## config.mk

```make
export PLATFORM = sky130hd
export DESIGN_NAME = tmec_mode_event
export DESIGN_NICKNAME = d
export VERILOG_FILES = /design/src/hdl/tmec_pkg.sv /design/src/hdl/tmec_sync2.sv /design/src/hdl/tmec_noise_filter.sv /design/src/hdl/tmec_mode_event.sv
export SDC_FILE = /design/constraint.sdc
export NUM_CORES = 1
export LEC_CHECK = 0
export BUFFER_PORTS_ARGS = -buffer_cell sky130_fd_sc_hd__clkbuf_2
export CAP_MARGIN = 20
export CORE_MARGIN = 5
export CORE_UTILIZATION = 46
export DETAILED_ROUTE_END_ITERATION = 16
export GPL_ROUTABILITY_DRIVEN = 0
export MAX_ROUTING_LAYER = met4
export PLACE_DENSITY = 0.8
export SETUP_SLACK_MARGIN = 0.15
export SLEW_MARGIN = 20
export SYNTH_ARGS = -nofsm -noshare
export SYNTH_HDL_FRONTEND = slang
export SYNTH_SLANG_ARGS = --single-unit
```

## constraint.sdc

```tcl
create_clock -name pclk -period 2.12 [get_ports pclk]
set_input_delay 0.212 -clock pclk [delete_from_list [all_inputs] [get_ports pclk]]
set_output_delay 0.212 -clock pclk [all_outputs]
set_load 0.01 [all_outputs]
```

## src/hdl/tmec_pkg.sv

```systemverilog
package tmec_pkg;

  // register indices; byte address is four times the index
  localparam logic [7:0] IDX_CONTROL_B_MODE = 8'h01;
  localparam logic [7:0] IDX_EVENT_CONTROL = 8'h04;
  localparam logic [7:0] IDX_FLAGS = 8'h06;
  localparam logic [7:0] IDX_STATUS = 8'h07;
  localparam logic [7:0] IDX_CAPTURE = 8'h0C;

  localparam logic [7:0] CONTROL_B_MODE_RESET = 8'h00;
  localparam logic [7:0] EVENT_CONTROL_RESET = 8'h00;
  localparam logic [7:0] CONTROL_B_MODE_WMASK = 8'h77;
  localparam logic [7:0] EVENT_CONTROL_WMASK = 8'h51;

  localparam int CONTROL_B_MODE_COMPARE_OUTPUT_ENABLE_BIT = 4;
  localparam int CONTROL_B_MODE_MODE_LSB = 0;
  localparam int EV_FILTER_BIT = 6;
  localparam int EV_EDGE_BIT = 4;
  localparam int EV_CAPTURE_EVENT_INPUT_ENABLE_BIT = 0;
  localparam int FLAG_CAPTURE_ON_EVENT_MODE_BIT = 0;
  localparam int STATUS_RUN_BIT = 0;

  // counter_mode_select encodings
  localparam logic [2:0] MODE_PERIODIC = 3'h0;
  localparam logic [2:0] MODE_TIMEOUT = 3'h1;
  localparam logic [2:0] MODE_CAPTURE = 3'h2;
  localparam logic [2:0] MODE_FREQ = 3'h3;
  localparam logic [2:0] MODE_WIDTH = 3'h4;
  localparam logic [2:0] MODE_FREQ_WIDTH = 3'h5;
  localparam logic [2:0] MODE_SINGLE = 3'h6;
  localparam logic [2:0] MODE_EIGHT_BIT_PWM_MODE = 3'h7;

  // samples that must agree before the filtered level moves
  localparam int FILTER_SAMPLES = 4;

  typedef enum logic [1:0] {
    FP_IDLE,
    FP_WAIT_CAPTURE,
    FP_WAIT_STOP
  } tmec_fp_phase_t;

  // one-cycle commands to the neighbouring counter
  typedef struct packed {
    logic start;
    logic stop;
    logic clear_restart;
    logic capture;
  } tmec_act_t;

endpackage

```

## src/hdl/tmec_sync2.sv

```systemverilog
`timescale 1ns/1ps
`default_nettype none
module tmec_sync2 (
  // clock and reset
  input wire logic pclk,
  input wire logic presetn,
  // level
  input wire logic async_in,
  output logic sync_out
);
  typedef struct packed {
    logic stage1;
    logic stage2;
  } tmec_sync_t;

  tmec_sync_t q;
  tmec_sync_t n;

  always_comb begin
    n.stage1 = async_in;
    n.stage2 = q.stage1;
  end

  always_ff @(posedge pclk or negedge presetn) begin
    if (!presetn) begin
      q <= '0;
    end else begin
      q <= n;
    end
  end

  assign sync_out = q.stage2;
endmodule // tmec_sync2
`default_nettype wire

```

## src/hdl/tmec_noise_filter.sv

```systemverilog
`timescale 1ns/1ps
`default_nettype none
module tmec_noise_filter
  import tmec_pkg::*;
(
  // clock and reset
  input wire logic pclk,
  input wire logic presetn,
  // level
  input wire logic raw_in,
  output logic filtered_out
);
  typedef struct packed {
    logic [FILTER_SAMPLES-1:0] hist;
    logic level;
  } tmec_filt_t;

  tmec_filt_t q;
  tmec_filt_t n;

  always_comb begin
    n = q;
    n.hist = {q.hist[FILTER_SAMPLES-2:0], raw_in};
    // level only follows once every sample agrees
    if (&q.hist) begin
      n.level = 1'b1;
    end else if (~|q.hist) begin
      n.level = 1'b0;
    end
  end

  always_ff @(posedge pclk or negedge presetn) begin
    if (!presetn) begin
      q <= '0;
    end else begin
      q <= n;
    end
  end

  assign filtered_out = q.level;
endmodule // tmec_noise_filter
`default_nettype wire

```

## src/hdl/tmec_mode_event.sv

```systemverilog
// Added by the designer: the APB slave port.
`timescale 1ns/1ps
`default_nettype none
// Operation
// RQ1: with compare_output_enable set the timer waveform replaces the port output value on the pin.
// RQ2: software must set the pin direction to output in the port logic for the waveform to show.
// RQ3: the three-bit counter_mode_select picks one of eight counter modes, 0x0 to 0x7.
// RQ4: bit 6 of event_control routes the capture event through a noise filter.
// RQ5: bit 0 of event_control enables the capture event input; cleared, events do nothing.
// RQ6: bit 4 of event_control picks the active event edge, with effects set by the mode.
// RQ7: periodic interrupt and eight-bit pwm modes ignore events of both polarities.
// RQ8: time-out mode starts on the active edge and stops on the other; single-shot starts on it.
// RQ9: capture-on-event mode captures and flags on the active edge only.
// RQ10: frequency mode captures, clears, restarts and flags on the active edge only.
// RQ11: pulse-width mode restarts on the active edge and captures and flags on the other.
// RQ12: combined mode restarts, then captures on the other edge, then stops and flags.
// RQ13: the capture flag clears on a write of 1 or on a capture read in the capture modes.
// RQ14: mode and edge are meant to change only while the timer is stopped.
module tmec_mode_event
  import tmec_pkg::*;
(
  // clock and reset
  input wire logic pclk,
  input wire logic presetn,
  // apb slave
  input wire logic psel,
  input wire logic penable,
  input wire logic pwrite,
  input wire logic [7:0] paddr,
  input wire logic [31:0] pwdata,
  input wire logic [3:0] pstrb,
  output logic [31:0] prdata,
  output logic pready,
  output logic pslverr,
  // event channel, asynchronous
  input wire logic event_in,
  // neighbouring counter
  input wire logic waveform_in,
  input wire logic top_reached,
  input wire logic [15:0] capture_value,
  output tmec_act_t counter_act,
  output logic counter_run,
  output logic capture_flag,
  output logic [2:0] counter_mode_select,
  // pin and port logic
  input wire logic port_out_value,
  input wire logic port_dir_out,
  output logic pin_out,
  output logic pin_oe
);

  function automatic logic [7:0] byte_addr(input logic [7:0] idx);
    byte_addr = {idx[5:0], 2'b00};
  endfunction

  function automatic logic is_capture_mode(input logic [2:0] m);
    is_capture_mode = (m == MODE_CAPTURE) || (m == MODE_FREQ) ||
                      (m == MODE_WIDTH) || (m == MODE_FREQ_WIDTH);
  endfunction

  typedef struct packed {
    logic [7:0] control_b_mode;
    logic [7:0] event_control;
    logic capture_on_event_mode_flag;
    logic run;
    tmec_fp_phase_t phase;
    logic ev_prev;
    tmec_act_t act;
    logic [31:0] prdata;
    logic pready;
    logic pslverr;
    logic pin_out;
    logic pin_oe;
  } tmec_state_t;

  tmec_state_t q;
  tmec_state_t n;

  logic ev_sync;
  logic ev_filt;
  logic ev_level;
  logic ev_pos;
  logic ev_neg;
  logic ev_act;
  logic ev_oth;
  logic edge_sel;
  logic [2:0] mode;
  logic setup;
  logic access;
  logic wr_ok;
  logic rd_ok;
  logic mapped;
  logic capture_on_event_mode_set;
  logic [7:0] rd_mux;

  tmec_sync2 u_sync (
    .pclk(pclk),
    .presetn(presetn),
    .async_in(event_in),
    .sync_out(ev_sync)
  );

  tmec_noise_filter u_filter (
    .pclk(pclk),
    .presetn(presetn),
    .raw_in(ev_sync),
    .filtered_out(ev_filt)
  );

  assign mode = q.control_b_mode[CONTROL_B_MODE_MODE_LSB +: 3];
  assign edge_sel = q.event_control[EV_EDGE_BIT];
  // filter adds latency, so it is optional
  assign ev_level = q.event_control[EV_FILTER_BIT] ? ev_filt : ev_sync; // [RQ4]
  assign ev_pos = q.event_control[EV_CAPTURE_EVENT_INPUT_ENABLE_BIT] & ev_level & ~q.ev_prev; // [RQ5]
  assign ev_neg = q.event_control[EV_CAPTURE_EVENT_INPUT_ENABLE_BIT] & ~ev_level & q.ev_prev; // [RQ5]
  assign ev_act = edge_sel ? ev_neg : ev_pos; // [RQ6]
  assign ev_oth = edge_sel ? ev_pos : ev_neg; // [RQ6]

  assign setup = psel & ~penable;
  assign access = psel & penable & q.pready;
  assign wr_ok = access & pwrite & ~q.pslverr & pstrb[0];
  assign rd_ok = access & ~pwrite & ~q.pslverr;
  assign mapped = (paddr == byte_addr(IDX_CONTROL_B_MODE)) || (paddr == byte_addr(IDX_EVENT_CONTROL)) ||
                  (paddr == byte_addr(IDX_FLAGS)) || (paddr == byte_addr(IDX_STATUS)) ||
                  (paddr == byte_addr(IDX_CAPTURE));

  always_comb begin
    rd_mux = 8'h00;
    if (paddr == byte_addr(IDX_CONTROL_B_MODE)) begin
      rd_mux = q.control_b_mode;
    end else if (paddr == byte_addr(IDX_EVENT_CONTROL)) begin
      rd_mux = q.event_control;
    end else if (paddr == byte_addr(IDX_FLAGS)) begin
      rd_mux[FLAG_CAPTURE_ON_EVENT_MODE_BIT] = q.capture_on_event_mode_flag;
    end else if (paddr == byte_addr(IDX_STATUS)) begin
      rd_mux[STATUS_RUN_BIT] = q.run;
    end
  end

  always_comb begin
    n = q;
    n.act = '0;
    capture_on_event_mode_set = 1'b0;
    n.ev_prev = ev_level;

    // apb: answer one cycle after setup, no wait states
    n.pready = setup;
    n.pslverr = setup & ~mapped;
    if (setup & ~pwrite) begin
      if (paddr == byte_addr(IDX_CAPTURE)) begin
        n.prdata = {16'h0000, capture_value};
      end else begin
        n.prdata = {24'h00_0000, rd_mux};
      end
    end

    if (wr_ok && paddr == byte_addr(IDX_CONTROL_B_MODE)) begin
      n.control_b_mode = pwdata[7:0] & CONTROL_B_MODE_WMASK;
      n.phase = FP_IDLE; // [RQ14]
    end
    if (wr_ok && paddr == byte_addr(IDX_EVENT_CONTROL)) begin
      n.event_control = pwdata[7:0] & EVENT_CONTROL_WMASK;
      n.phase = FP_IDLE; // [RQ14]
    end
    if (wr_ok && paddr == byte_addr(IDX_FLAGS) && pwdata[FLAG_CAPTURE_ON_EVENT_MODE_BIT]) begin
      n.capture_on_event_mode_flag = 1'b0; // [RQ13]
    end
    if (rd_ok && paddr == byte_addr(IDX_CAPTURE) && is_capture_mode(mode)) begin
      n.capture_on_event_mode_flag = 1'b0; // [RQ13]
    end

    unique case (mode) // [RQ3]
      MODE_PERIODIC, MODE_EIGHT_BIT_PWM_MODE: begin
        n.act = '0; // [RQ7]
      end
      MODE_TIMEOUT: begin
        if (ev_act) begin
          n.act.start = 1'b1; // [RQ8]
          n.run = 1'b1;
        end
        if (ev_oth) begin
          n.act.stop = 1'b1; // [RQ8]
          n.run = 1'b0;
        end
      end
      MODE_CAPTURE: begin
        if (ev_act) begin
          n.act.capture = 1'b1; // [RQ9]
          capture_on_event_mode_set = 1'b1;
        end
      end
      MODE_FREQ: begin
        if (ev_act) begin
          n.act.capture = 1'b1; // [RQ10]
          n.act.clear_restart = 1'b1;
          n.run = 1'b1;
          capture_on_event_mode_set = 1'b1;
        end
      end
      MODE_WIDTH: begin
        if (ev_act) begin
          n.act.clear_restart = 1'b1; // [RQ11]
          n.run = 1'b1;
        end
        if (ev_oth) begin
          n.act.capture = 1'b1; // [RQ11]
          capture_on_event_mode_set = 1'b1;
        end
      end
      MODE_FREQ_WIDTH: begin
        unique case (q.phase) // [RQ12]
          FP_IDLE: begin
            if (ev_act) begin
              n.act.clear_restart = 1'b1;
              n.run = 1'b1;
              n.phase = FP_WAIT_CAPTURE;
            end
          end
          FP_WAIT_CAPTURE: begin
            if (ev_oth) begin
              n.act.capture = 1'b1;
              n.phase = FP_WAIT_STOP;
            end
          end
          FP_WAIT_STOP: begin
            if (ev_act) begin
              n.act.stop = 1'b1;
              n.run = 1'b0;
              capture_on_event_mode_set = 1'b1;
              n.phase = FP_IDLE;
            end
          end
          default: begin
            n.phase = FP_IDLE;
          end
        endcase
      end
      MODE_SINGLE: begin
        if (ev_act) begin
          n.act.start = 1'b1; // [RQ8]
          n.run = 1'b1;
        end else if (top_reached) begin
          n.run = 1'b0;
        end
      end
    endcase

    // a capture in the same cycle as a clear keeps the flag set
    if (capture_on_event_mode_set) begin
      n.capture_on_event_mode_flag = 1'b1; // [RQ13]
    end

    n.pin_out = q.control_b_mode[CONTROL_B_MODE_COMPARE_OUTPUT_ENABLE_BIT] ? waveform_in : port_out_value; // [RQ1]
    n.pin_oe = port_dir_out; // [RQ2]
  end

  always_ff @(posedge pclk or negedge presetn) begin
    if (!presetn) begin
      q <= '0;
      q.control_b_mode <= CONTROL_B_MODE_RESET;
      q.event_control <= EVENT_CONTROL_RESET;
      q.phase <= FP_IDLE;
    end else begin
      q <= n;
    end
  end

  assign prdata = q.prdata;
  assign pready = q.pready;
  assign pslverr = q.pslverr;
  assign counter_act = q.act;
  assign counter_run = q.run;
  assign capture_flag = q.capture_on_event_mode_flag;
  assign counter_mode_select = mode;
  assign pin_out = q.pin_out;
  assign pin_oe = q.pin_oe;
endmodule // tmec_mode_event
`default_nettype wire

```

# Word level (Yosys, flattened, before mapping)

Index checks and enable logic that the tools add are counted.
W data, S select, Z words.

Register bits after elaboration: 61
Latch bits: 0
RAM bits: 0
ROM bits: 0
Input port bits: 70
Output and inout port bits: 45
Logic and storage cells: 118
Memories kept: 0

Add/sub/neg operators: 0
Multipliers: 0
Divide/modulo/power cells: 0
Magnitude comparators: 0
Eq/ne operators: 18
Shifts and indexed selects: 0
Mux-type cells: 39
Bitwise gates (word level): 20
Reductions and logical operators: 22

Operators by type and width:

| operator             | count |
|---|---|
| $eq A8 B5 Y1 const B | 3 |
| $mux W1              | 22 |
| $mux W16             | 1 |
| $and A1 B1 Y1        | 14 |
| $mux W2              | 5 |
| $eq A3 B3 Y1 const B | 3 |
| $ne A3 B3 Y1 const B | 3 |
| $eq A8 B3 Y1 const B | 1 |
| $eq A8 B6 Y1 const B | 1 |
| $mux W8              | 1 |
| $pmux W1 S4          | 2 |
| $logic_or A1 B1 Y1   | 7 |
| $eq A3 B2 Y1 const B | 2 |
| $logic_and A1 B1 Y1  | 6 |
| $mux W3              | 2 |
| $mux W6              | 1 |
| $not A1 Y1           | 6 |
| $pmux W1 S3          | 2 |
| $pmux W2 S3          | 1 |
| $reduce_or A2 Y1     | 3 |
| $reduce_and A5 Y1    | 1 |
| $pmux W1 S2          | 2 |
| $reduce_and A4 Y1    | 1 |
| $reduce_bool A4 Y1   | 1 |
| other kinds (8)      | 8 |

# Longest topological paths before layout

Depth in word-level cells: 11
Mapped depth: 6

# Hierarchy

From an unflattened synthesis, not the netlist that was laid out.

Cell total of the unflattened synthesis: 213
Area, all modules: 2,284.7 um^2

By module, submodules not included:

| module            | instances | cells each | area an instance (um^2) | sequential area each (um^2) |
|---|---|---|---|---|
| tmec_mode_event   | 1         | 203        | 2,083.2                 | 950.9 |
| tmec_noise_filter | 1         | 8          | 151.4                   | 125.1 |
| tmec_sync2        | 1         | 2          | 50.0                    | 50.0 |

# Worst setup path after synthesis

OpenSTA, ideal clock, no wires.

Kind: register to register
From: register q[51] in the netlist's numbering
To: register q (netlist bit capture_flag)
Library setup time: 0.129 ns
Data arrival time: 1.534 ns
Data required time: 1.991 ns
Slack: 0.457 ns
Cell stages (with the launch flop): 6
Path buffers: 0
Clock period less this slack: 1.663 ns
Cells stage by stage: dfrtp_1 > mux2i_1 > mux2i_1 > nor2_1 > a21oi_1 > nand3_1

Cells in the longest elaborated chain, start to end: 9
Elaborated cells on any way between the ends: 14
Those cells by class: 8 x mux; 5 x bitwise; 1 x reduce/logical

RTL lines:

| item                                                           | RTL line                                                               | RTL |
|---|---|---|
| from (decl)                                                    | tmec_mode_event.sv:76                                                  | `tmec_state_t q;` |
| from (signal assigned)                                         | tmec_mode_event.sv:264                                                 | `q <= n;` |
| $mux W1 (*)                                                    | tmec_mode_event.sv:113                                                 | `assign ev_level = q.event_control[EV_FILTER_BIT] ? ev_filt : ev_sync;` |
| $not A1 Y1                                                     | tmec_mode_event.sv:115                                                 | `assign ev_neg = q.event_control[EV_CAPTURE_EVENT_INPUT_ENABLE_BIT] & ~ev_level & q.ev_prev;` |
| $and A1 B1 Y1 (2 in a row)                                     | tmec_mode_event.sv:115                                                 |  |
| $mux W1                                                        | tmec_mode_event.sv:116                                                 | `assign ev_act = edge_sel ? ev_neg : ev_pos;` |
| $mux W1                                                        | tmec_mode_event.sv:187, tmec_mode_event.sv:193, tmec_mode_event.sv:226 |  |
| $mux W1                                                        | tmec_mode_event.sv:211                                                 | `unique case (q.phase)` |
| $pmux W1 S3 (*)                                                | tmec_mode_event.sv:172                                                 | `unique case (mode)` |
| $reduce_bool A3 Y1 (no source line) or $mux W1 (tied branches) | --                                                                     |  |

Mark *: on every way between the ends. The rest lies on a longest branch, timed or not.
A chain may end at the register's enable or synchronous reset.

==> key figures <==
Run status
  – Status: finished clean

Cells and area
  – Most frequent cells in the layout: clkbuf_2 (69), dfrtp_1 (45), nand2_1 (34)
  – Design area: 0.002721 sq mm
  – Reg area: around 0.0011 sq mm
  – Synthesis-to-layout area growth: 14.11%
  – ANT cells: 0
  – Share of post-route cells with drive strength above 1: ~35%
  – Most common cell after layout, fill and taps aside: clkbuf_2
  – Fill cells: ~480
  – Layout Nets: roughly 360
  – Multi-input logic area: about 970 sq um

Worst hold path
  – Hold WC Path Type: in -> reg
  – WHS Endpoint: pin_oe
  – Hold path cells: 1
  – Min-delay src: port_dir_out

Timing
  – Setup TNS: 0 ns
  – Setup violations, final: 0
  – Max-slew violations: 0
  – PnR worst setup slack: 0.3576 ns
  – Worst-Margin Slew: approximately 0.76 ns
  – Final Skew: around 0.0067 ns
  – Ratio of final minimum period to clock period: about 83%
  – F_max: approximately 570 MHz
  – Final Critical Period: ~1.8 ns
  – RSZ-0062 raised after global routing: no
  – Max-slew headroom: roughly half
  – Final Hold Viols: 0

Flow run
  – Max Cap Viol: 0

Floorplan
  – IO Pins: 115
  – Die height: 82 um
  – Die ar.: about 0.0067 sq mm
  – Core Area: around 0.0051 sq mm
  – Core Rows: 26
  – Die Width: a little over 80 um
  – Starting density of the core: 46.99%

Clock network
  – Num CTS Buffers: 5
  – Clk sinks: 45
  – Cts repair resizes: 0
  – Insertion delay to the later sink of the worst-skew pair: approximately 0.30 ns
  – Worst-path clk slew: 0.09 ns
  – CTS H-tree depth: 2
  – Root buffer cell: clkbuf_8
  – CTS tree: yes
  – CTS Buffer Depth: 2

Routing
  – WL/cell: between 10 and 15 um
  – Vias per cell: 4.939
  – Metal-1 WL: 2105 um
  – Max layer used: met4
  – Drt first pass iters: 4
  – Detail Route Antenna Nets: 0
  – DR vias: roughly 1,800
  – Initial DRC Count: between 150 and 200
  – Met3 wire len: around 460 um
  – DR WL met2: 2473 um
  – Residual DRC: 0
  – Routed WL: 5132 um

Worst setup path
  – Crit path required time: 2.34 ns
  – Setup crit end kind: register
  – Worst-path maximum fanout: 3
  – Worst R2R Path Depth: 4
  – Worst R2R Setup Slack: around 0.36 ns
  – RR Endpoint: q[42]
  – Worst EP arrival: 1.98 ns
  – CP Class: reg -> reg
  – CP startpoint kind: register
  – Worst R2R Start: q[51]

Yosys
  – Synth Area in Compound Gates: between 10% and 20%
  – Synthesized area: ~0.0024 sq mm
  – Post-synthesis mux area share: under 10%
  – Largest family of logic cells by synthesized area: simple AND/OR/NAND/NOR gates
  – Post-synth top flop: dfrtp_1
  – Largest cells by area after synthesis: dfrtp_1 (47%), buf_4 (12%), nand2_1 (5.4%)
  – Yosys cell types: between 40 and 50
  – Post-synth EDFFs: 0
  – Ys async rst share: 100.0%
  – Synth warn: 0
  – Synth Area in Simple Gates: between 10% and 20%
  – Synth area leader: dfrtp_1
  – Mean post-synth cell area: approximately 10 sq um
  – Post-synth top area share: a little under half
  – Gate count of the mapped netlist: around 240
  – Seq/Total Area, Yosys: between 40% and 50%
  – Post-synthesis xor/xnor area fraction: less than 1%
  – Synth Register Bits: 45
  – Adder-Cell Fraction of Synth Area: 0%

Power
  – Internal: around 1.3 mW
  – Leakage power: 1.362 nW
  – Final Power: approximately 1.7 mW
  – Cell Pwr Density: about 620 mW/mm^2
  – Peak supply drop: roughly 0.00022 V
  – NetSw: 0.3783 mW
  – Register share of total power: 52.3%
  – Clk pwr share: 40.3%
  – Logic pwr share: 7.4%
  – Sw frac: 22.51%

Global routing
  – Global-route wire length before repair: between 7000 and 8000 um
  – Number of global-route vias before repair: roughly 1,700
  – Initial antenna violation count: 0
  – Largest net degree at the start of global routing: 24
  – Grt total ovfl: 0
  – GRT Total Usage: approximately 16%

Placed design
  – DP HPWL: approximately 3900 um
  – Placed cell area: 0.002591 sq mm
  – Port bufs: just under 70
  – Place WS: approximately 0.26 ns
[layout make-up]
cell class	instances	area share [%]
sequential	45	41.38
multi-input combinational	159	35.72
timing repair buffer	76	14.71
tap	70	3.218
clock buffer	6	3.034
clock inverter	2	1.379
inverter	4	0.5517
[registers in the layout, indices dropped and copies added (netlist names), 3 cells and up]
register	cells
prdata	16
q	8
counter_act	4
counter_mode_select	3
u_filter.n	3
[cells in the mapped netlist (2+ instances only)]
master,n
o31ai_1,2
nor2b_1,4
nand3b_1,6
o21ai_1,6
o211ai_1,3
a31oi_1,2
buf_4,39
inv_1,4
a22o_1,2
nand3_1,4
mux2_4,6
clkbuf_1,8
nand2b_1,2
mux2_2,5
nor3b_1,2
nand2_1,34
a21oi_1,10
mux2i_1,3
o21ai_0,17
a22oi_1,5
nor2_1,10
and3_1,2
dfrtp_1,45
[kinds of logic after synthesis]
logic type	Yosys count
XOR/XNOR	1
multiplexers	14
AO/OA/AOI/OAI	51
buffers and inverters	52
other	1
flip-flops	45
AND/OR/NAND/NOR	77
[repair_timing]
action / 4_1_cts / 5_1_grt
hold buffers: 1 / 0
endpoints found under the hold margin: 21 / 0
setup buffers: 0 / 0
[power by group through the flow]
stage / logic [mW] / registers (mW) / clock network, mW
global route: 0.141 / 0.881 / 0.730
CTS: 0.126 / 0.879 / 0.684
floorplan: 0.0697 / 0.896 / 0
finish: 0.125 / 0.879 / 0.677
detailed placement: 0.124 / 0.896 / 0
global placement: 0.121 / 0.895 / 0
[worst max-delay path by stage]
stage                        start      endpoint  slack, ns  cells past startpoint
after floorplan              q[51]  capture_flag       0.46                      5
after global placement    paddr[1]         q[58]       0.28                      6
after detailed placement  paddr[1]         q[58]       0.26                      6
after CTS                    q[51]         q[42]       0.34                      4
after global routing         q[51]  capture_flag       0.20                      6
final                        q[51]         q[42]       0.36                      4
[metal layers]
layer / GRT usage [%] / vias up
li1: - / 876
met1: 19.11 / 828
met2: 25.61 / 76
met3: 4.496 / 8
met4: 5.648 / 0
met5: - / -
[critical path, cell delays in order, from the launching register on]
cell and delay, ns:
dfrtp_1 0.40, mux2i_1 0.37, mux2i_1 0.31, or4b_1 0.49, o21ai_0 0.10
[stage by stage]
| stage | std cells | hold slack, ns | utilization [%] |
|---|---|---|---|
| after floorplan | 256 | -0.08359 | - |
| after global placement | 353 | 0.2322 | 51.06 |
| after detailed placement | 353 | 0.2338 | 51.06 |
| after CTS | 362 | 0.008318 | 53.62 |
| after global routing | 362 | 0.006263 | 53.62 |
| final | 362 | 0.01321 | 53.62 |
Power figures use the tool's default switching activity.
